<file path="src/core/irl_pkg.sv">
// package of register map, field positions and reset values for the request latch
package irl_pkg;
    localparam logic [11:0] IRL_ADDR_REQ_LO      = 12'hFC0;
    localparam logic [11:0] IRL_ADDR_RESET_STAT  = 12'hFC4;
    localparam logic [11:0] IRL_ADDR_IRQ_STATUS  = 12'hFC8;
    localparam logic [11:0] IRL_ADDR_IRQ_MASK    = 12'hFC9;
    localparam logic [11:0] IRL_ADDR_CONTROL     = 12'hFCA;
    localparam logic [11:0] IRL_ADDR_VECTOR      = 12'hFCB;

    localparam int          IRL_BIT_TIMER1       = 6;
    localparam int          IRL_BIT_TIMER0       = 5;
    localparam int          IRL_BIT_UART0_RX     = 4;
    localparam int          IRL_BIT_UART0_TX     = 3;
    localparam int          IRL_BIT_CONVERTER    = 0;
    localparam int          IRL_BIT_WDT_FLAG     = 5;
    localparam int          IRL_BIT_GIE          = 0;

    // implemented request bits; 7, 2 and 1 are reserved but still storage
    localparam logic [7:0]  IRL_REQ_SOURCES      = 8'h79;
    localparam logic [7:0]  IRL_REQ_RESET        = 8'h00;
    localparam logic [7:0]  IRL_RSTAT_RESET      = 8'h00;
    localparam logic [1:0]  IRL_STATUS_RESET     = 2'h0;
    localparam logic [1:0]  IRL_MASK_RESET       = 2'h0;
    localparam logic        IRL_GIE_RESET        = 1'b0;
    localparam int          IRL_EV_VECTOR        = 0;
    localparam int          IRL_EV_WDT           = 1;
endpackage

</file>
<file path="src/core/irl_request_latch.sv">
// first interrupt request register with core vectoring and watchdog flag clear
`timescale 1ns/1ps

// Overview of operation
// - a presented peripheral request sets its bit in the request register
// - with global enable on, a latched request is vectored to the core
// - with global enable off, pending bits stay readable for polling
// - eight-bit request register at FC0H, bits 6,5,4,3,0 used, reset 0
// - timer 1 bit reads 1 while its request awaits service
// - timer 0 bit reads 1 while its request awaits service
// - watchdog and oscillator traps bypass enable and request registers
// - reading reset status clears the watchdog flag at bit 5
module irl_request_latch
(
    input  wire logic        i_mclk,
    input  wire logic        i_sys_rst,
    // register port
    input  wire logic [11:0] i_addr,
    input  wire logic [7:0]  i_wdata,
    input  wire logic        i_wr,
    input  wire logic        i_rd,
    output logic [7:0]       o_rdata,
    // peripheral request pulses
    input  wire logic        i_timer1_request,
    input  wire logic        i_timer0_request,
    input  wire logic        i_uart0_receive_request,
    input  wire logic        i_uart0_transmit_request,
    input  wire logic        i_converter_request,
    // trap and watchdog sources
    input  wire logic        i_wdt_event,
    input  wire logic        i_osc_fail,
    input  wire logic        i_wdt_osc_fail,
    // core side
    output logic             o_core_irq,
    output logic [2:0]       o_core_vector,
    input  wire logic        i_core_ack,
    output logic             o_trap,
    // block status interrupt
    output logic             o_irq
);
    logic [7:0] interrupt_request_lo;
    logic [7:0] reset_status_reg;
    logic [1:0] irq_status;
    logic [1:0] irq_mask;
    logic       global_enable;
    logic [2:0] last_vector;
    logic [7:0] raise;
    logic [7:0] ack_clear;
    logic [7:0] next_request;
    logic       pend_any;
    logic [2:0] pend_index;
    logic       wr_req;
    logic       rd_rstat;
    logic [7:0] next_rdata;

    // decode shared between write and read paths
    function automatic logic hit(input logic [11:0] a, input logic [11:0] r);
        hit = (a == r);
    endfunction

    assign wr_req   = i_wr && hit(i_addr, irl_pkg::IRL_ADDR_REQ_LO);
    assign rd_rstat = i_rd && hit(i_addr, irl_pkg::IRL_ADDR_RESET_STAT);

    // request pulses mapped onto their bit positions
    always_comb
    begin
        raise = 8'h00;
        raise[irl_pkg::IRL_BIT_TIMER1]    = i_timer1_request;
        raise[irl_pkg::IRL_BIT_TIMER0]    = i_timer0_request;
        raise[irl_pkg::IRL_BIT_UART0_RX]  = i_uart0_receive_request;
        raise[irl_pkg::IRL_BIT_UART0_TX]  = i_uart0_transmit_request;
        raise[irl_pkg::IRL_BIT_CONVERTER] = i_converter_request;
        raise = raise & irl_pkg::IRL_REQ_SOURCES;
    end

    // priority pick of what is pending for the core
    irl_priority #(.WIDTH(8)) u_pick
    (
        .i_pending (interrupt_request_lo & irl_pkg::IRL_REQ_SOURCES),
        .o_any     (pend_any),
        .o_index   (pend_index)
    );

    // acknowledge clears only the bit that was presented to the core
    always_comb
    begin
        ack_clear = 8'h00;
        if (i_core_ack && global_enable)
        begin
            ack_clear[last_vector] = 1'b1;
        end
    end

    // software write replaces the value, ack clears, new requests always win
    always_comb
    begin
        next_request = interrupt_request_lo & ~ack_clear;
        if (wr_req)
        begin
            next_request = i_wdata;
        end
        next_request = next_request | raise;
    end

    // request register storage
    always_ff @(posedge i_mclk)
    begin
        if (i_sys_rst)
            interrupt_request_lo <= irl_pkg::IRL_REQ_RESET;
        else
            interrupt_request_lo <= next_request;
    end

    // global enable lives in a control register of this block
    always_ff @(posedge i_mclk)
    begin
        if (i_sys_rst)
            global_enable <= irl_pkg::IRL_GIE_RESET;
        else if (i_wr && hit(i_addr, irl_pkg::IRL_ADDR_CONTROL))
            global_enable <= i_wdata[irl_pkg::IRL_BIT_GIE];
    end

    // vector to core only while enabled; polled mode leaves bits alone
    always_ff @(posedge i_mclk)
    begin
        if (i_sys_rst)
        begin
            o_core_irq    <= 1'b0;
            o_core_vector <= 3'h0;
            last_vector   <= 3'h0;
        end
        else
        begin
            o_core_irq    <= global_enable && pend_any && !i_core_ack;
            o_core_vector <= pend_index;
            last_vector   <= pend_index;
        end
    end

    // watchdog flag: set by the watchdog, cleared by a read of reset status
    always_ff @(posedge i_mclk)
    begin
        if (i_sys_rst)
            reset_status_reg <= irl_pkg::IRL_RSTAT_RESET;
        else if (i_wdt_event)
            reset_status_reg[irl_pkg::IRL_BIT_WDT_FLAG] <= 1'b1;
        else if (rd_rstat)
            reset_status_reg[irl_pkg::IRL_BIT_WDT_FLAG] <= 1'b0;
    end

    // traps go straight to the core, no enable or request bits involved
    always_ff @(posedge i_mclk)
    begin
        if (i_sys_rst)
            o_trap <= 1'b0;
        else
            o_trap <= reset_status_reg[irl_pkg::IRL_BIT_WDT_FLAG]
                      || i_osc_fail || i_wdt_osc_fail;
    end

    // sticky status, write one to clear; set beats clear
    always_ff @(posedge i_mclk)
    begin
        if (i_sys_rst)
            irq_status <= irl_pkg::IRL_STATUS_RESET;
        else
        begin
            for (int i = 0; i < 2; i++)
            begin
                if ((i == irl_pkg::IRL_EV_VECTOR && i_core_ack && global_enable)
                    || (i == irl_pkg::IRL_EV_WDT && i_wdt_event))
                    irq_status[i] <= 1'b1;
                else if (i_wr && hit(i_addr, irl_pkg::IRL_ADDR_IRQ_STATUS) && i_wdata[i])
                    irq_status[i] <= 1'b0;
            end
        end
    end

    // mask register
    always_ff @(posedge i_mclk)
    begin
        if (i_sys_rst)
            irq_mask <= irl_pkg::IRL_MASK_RESET;
        else if (i_wr && hit(i_addr, irl_pkg::IRL_ADDR_IRQ_MASK))
            irq_mask <= i_wdata[1:0];
    end

    assign o_irq = |(irq_status & irq_mask);

    // read mux; unmapped addresses read zero
    always_comb
    begin
        next_rdata = 8'h00;
        if (hit(i_addr, irl_pkg::IRL_ADDR_REQ_LO))
            next_rdata = interrupt_request_lo;
        else if (hit(i_addr, irl_pkg::IRL_ADDR_RESET_STAT))
            next_rdata = reset_status_reg;
        else if (hit(i_addr, irl_pkg::IRL_ADDR_IRQ_STATUS))
            next_rdata = {6'h00, irq_status};
        else if (hit(i_addr, irl_pkg::IRL_ADDR_IRQ_MASK))
            next_rdata = {6'h00, irq_mask};
        else if (hit(i_addr, irl_pkg::IRL_ADDR_CONTROL))
            next_rdata = {7'h00, global_enable};
        else if (hit(i_addr, irl_pkg::IRL_ADDR_VECTOR))
            next_rdata = {4'h0, pend_any, pend_index};
    end

    // read data valid only in the cycle after the strobe
    always_ff @(posedge i_mclk)
    begin
        if (i_sys_rst)
            o_rdata <= 8'h00;
        else if (i_rd)
            o_rdata <= next_rdata;
        else
            o_rdata <= 8'h00;
    end
endmodule

</file>
<file path="src/core/irl_priority.sv">
// fixed priority picker: highest pending request bit wins
`timescale 1ns/1ps
module irl_priority
#(
    parameter int WIDTH = 8
)
(
    input  wire logic [WIDTH-1:0] i_pending,
    output logic                  o_any,
    output logic [2:0]            o_index
);
    // scan upward so the highest set bit is kept last
    always_comb
    begin
        o_any   = 1'b0;
        o_index = 3'h0;
        for (int i = 0; i < WIDTH; i++)
        begin
            if (i_pending[i])
            begin
                o_any   = 1'b1;
                o_index = 3'(i);
            end
        end
    end
endmodule

</file>
<file path="config.mk">
export PLATFORM = sky130hd
export DESIGN_NAME = irl_request_latch
export DESIGN_NICKNAME = d
export VERILOG_FILES = /design/src/core/irl_pkg.sv /design/src/core/irl_request_latch.sv /design/src/core/irl_priority.sv
export SDC_FILE = /design/constraint.sdc
export NUM_CORES = 1
export LEC_CHECK = 0
export CAP_MARGIN = 30
export CORE_UTILIZATION = 55
export CTS_BUF_LIST = sky130_fd_sc_hd__clkbuf_2
export DETAILED_ROUTE_END_ITERATION = 6
export DONT_BUFFER_PORTS = 1
export PLACE_DENSITY = 0.68
export SLEW_MARGIN = 20
export SYNTH_ARGS = -nofsm -noshare
export SYNTH_HDL_FRONTEND = slang
export SYNTH_SLANG_ARGS = --single-unit
export TNS_END_PERCENT = 1
</file>
<file path="constraint.sdc">
create_clock -name i_mclk -period 2.15 [get_ports i_mclk]
set_clock_uncertainty 0.2 [all_clocks]
set_input_delay 0.215 -clock i_mclk [delete_from_list [all_inputs] [get_ports i_mclk]]
set_output_delay 0.215 -clock i_mclk [all_outputs]
set_load 0.1 [all_outputs]
</file>
==> flow_summary.toml <==
[logic_synthesis]
synth_area_leaders = "dfxtp_1 (43%), a21oi_1 (4.0%), nand2_1 (3.9%)"
syn_avg_cell_area_um2 = 8.88
yosysWarnings = 0
synth_common_cells = "dfxtp_1 (27), nand2_1 (13), a21oi_1 (10), nor2_1 (10), o21ai_0 (9)"
seq_area_frac_synth_pct = 43.5
yosys_register_bits = 27
synth_top_area_cell = "dfxtp_1"
syn_inst = 140
synth_edf_count = 0
ys.flop_type = "dfxtp_1"
async_flop_share_pct = 0
synth_top_area_share_pct = 43.5
syn_area_um2 = 1240
synth_cell_types = 40
synth_nets = 173
synth.most_common_cell = "dfxtp_1"

[die]
fp.dieH_um = 49.6
die_area_um2 = 2460
core-area_um2 = 2040
ioPinCount = 47
die_w_um = 49.6
num_rows = 16
start_util_pct = 60.9

[grt]
gr-total-overflow = 0
grt_max_degree = 22
grt_antenna_before_repair = 0
grt_pass1_wl_um = 5460
grt_use_total_pct = 28.7
grt_pass1_vias = 1265

[clock_network]
clkLatencyLatePin_ns = 0.36
clockBufferDepth = 2
clock-root-buffer = "clkbuf_2"
cts_buffers = 3
cts_tree = "built"
htreeDepth = 1
cts.sinks = 27
clkTransAtPathRegs_ns = 0.25
postCtsSetupBuffers = 0

[run_status]
outcome = "completed"

[setup_path]
r2r_slack_ns = 0.13
required_ns = 2.24
end_kind = "flop"
worstSetupStartpoint = "i_addr[1]"
endpoint = "irq_status[0]"
r2r_start = "global_enable"
worstSetupPathType = "in2reg"
r2r_cells = 5
timing.rr.end = "interrupt_request_lo[4]"
cp_max_fo = 8
arrival_ns = 2.19
start_kind = "primary input"

[final_layout]
largestRegisters = "interrupt_request_lo x8, o_rdata x8, last_vector x3"
fill_cells = 133
syn_to_final_growth_pct = 36.0
stdcell_area_um2 = 1690
nets = 218
drive_above_1_share_pct = 14.1
diodes = 0

[drt]
drt-total-wl_um = 3260
vias = 1301
vias_per_cell = 6.17
drt_pre_antenna_iters = 4
antenna_left = 0
drc = 0
drt-initial-drc-count = 53
wire_per_inst_um = 15.4

[pwr]
vdd_ir_drop_max_mv = 0.460
power_density_nw_per_um2 = 522
power_leakage_nw = 0.690

[placement]
portBuffers = 0
place_congestion = 0.832
dp_hpwl_um = 2170
placed_cell_area_um2 = 1350

[sta]
rsz0062_at_grt = "false"
max_freq_mhz = 475
setup_tns_ns = 0
final.min_clock_period_ns = 2.10
finalHoldViolCount = 0
tightest_slew_ns = 0.761
final-setup-viol-count = 0
fin_crit_sh_pct = 97.8
maxSlewViolCount = 0
slew_headroom_pct = 49.1

[run]
max-cap-violations = 0

[worst_hold_path]
holdCritPathClass = "in2reg"
-- cells in the final DEF, fill, tap and decap left out, types with 3 or more instances in the layout --
cell type,Yosys,layout
nand4_1,4,4
mux2i_1,4,4
clkbuf_2,0,3
dlygate4sd3_1,0,32
o21ai_0,9,9
nor2b_1,4,4
a21oi_1,10,10
nor2_1,10,10
or3_1,4,4
dfxtp_1,27,27
a31oi_1,4,4
nand3_1,4,4
nand2b_1,3,3
nand2_1,13,13
buf_4,1,14
inv_1,6,6
-- layout make-up --
cell class | instances | area (µm²) | area share, %
sequential | 27 | 541 | 32.0
tap | 27 | 33.8 | 2.00
clock inverter | 1 | 7.51 | 0.444
clock buffer | 3 | 15.0 | 0.888
timing repair buffer | 46 | 425 | 25.1
multi-input combinational | 101 | 647 | 38.2
inverter | 6 | 22.5 | 1.33
-- worst min-delay path by stage --
stage,startpoint,end,slack (ns),cells after the start
floorplan,i_addr[3],o_rdata[5],0.09,1
global placement,i_sys_rst,irq_status[1],0.09,1
detailed placement,i_sys_rst,interrupt_request_lo[1],0.09,1
CTS,i_addr[1],o_rdata[2],0.01,3
global route,i_wr,interrupt_request_lo[7],0.04,3
finish,i_wr,interrupt_request_lo[7],0.05,3
-- per-layer routing --
metal | GRT usage (%) | share of wire [%] | up-vias | routed length (µm)
li1 | - | - | 607 | -
met1 | 37.5 | 43 | 614 | 1390
met2 | 46.4 | 48 | 71 | 1560
met3 | 5.56 | 8.4 | 9 | 274
met4 | 11.0 | 1.1 | 0 | 35
met5 | 0 | 0 | - | 0
-- through the flow --
stage | worst slack [ns] | instances | utilization (%) | total power, mW | hold WS, ns
finish | 0.0469 | 211 | 82.8 | 0.882 | 0.0477
global route | 0.00447 | 211 | 82.8 | 0.921 | 0.0424
CTS | 0.101 | 211 | 82.8 | 0.880 | 0.0139
detailed placement | 0.554 | 175 | 66.1 | 0.639 | 0.0895
global placement | 0.575 | 175 | 66.1 | 0.639 | 0.0866
floorplan | 0.195 | 140 | - | 0.629 | 0.0917
-- where the power goes --
part / internal [mW] / leakage [nW] / switching [mW]
clock: 0.0431 / 0.0126 / 0.152
combinational: 0.0675 / 0.456 / 0.0843
sequential: 0.517 / 0.221 / 0.0178
-- kinds of logic after synthesis --
family                 count (synthesis)  synth area share, %
flip-flops                            27                 43.5
AO/OA/AOI/OAI                         36                 18.3
AND/OR/NAND/NOR                       60                 29.6
multiplexers                           5                 4.12
buffers and inverters                 12                 4.53
-- timing repair --
| item | CTS | global route |
|---|---|---|
| hold buffers | 32 | 0 |
| hold endpoints to repair | 27 | 0 |
| endpoints found under the setup margin | 0 | 0 |
| resized for setup | 0 | 0 |
-- critical path, stage by stage --
cell and delay [ns]:
dlygate4sd3_1 0.59, nor2_1 0.30, nand4_1 0.13, o21ai_0 0.25, a21oi_1 0.11, dlygate4sd3_1 0.59
(Power assumes the default switching activity.)
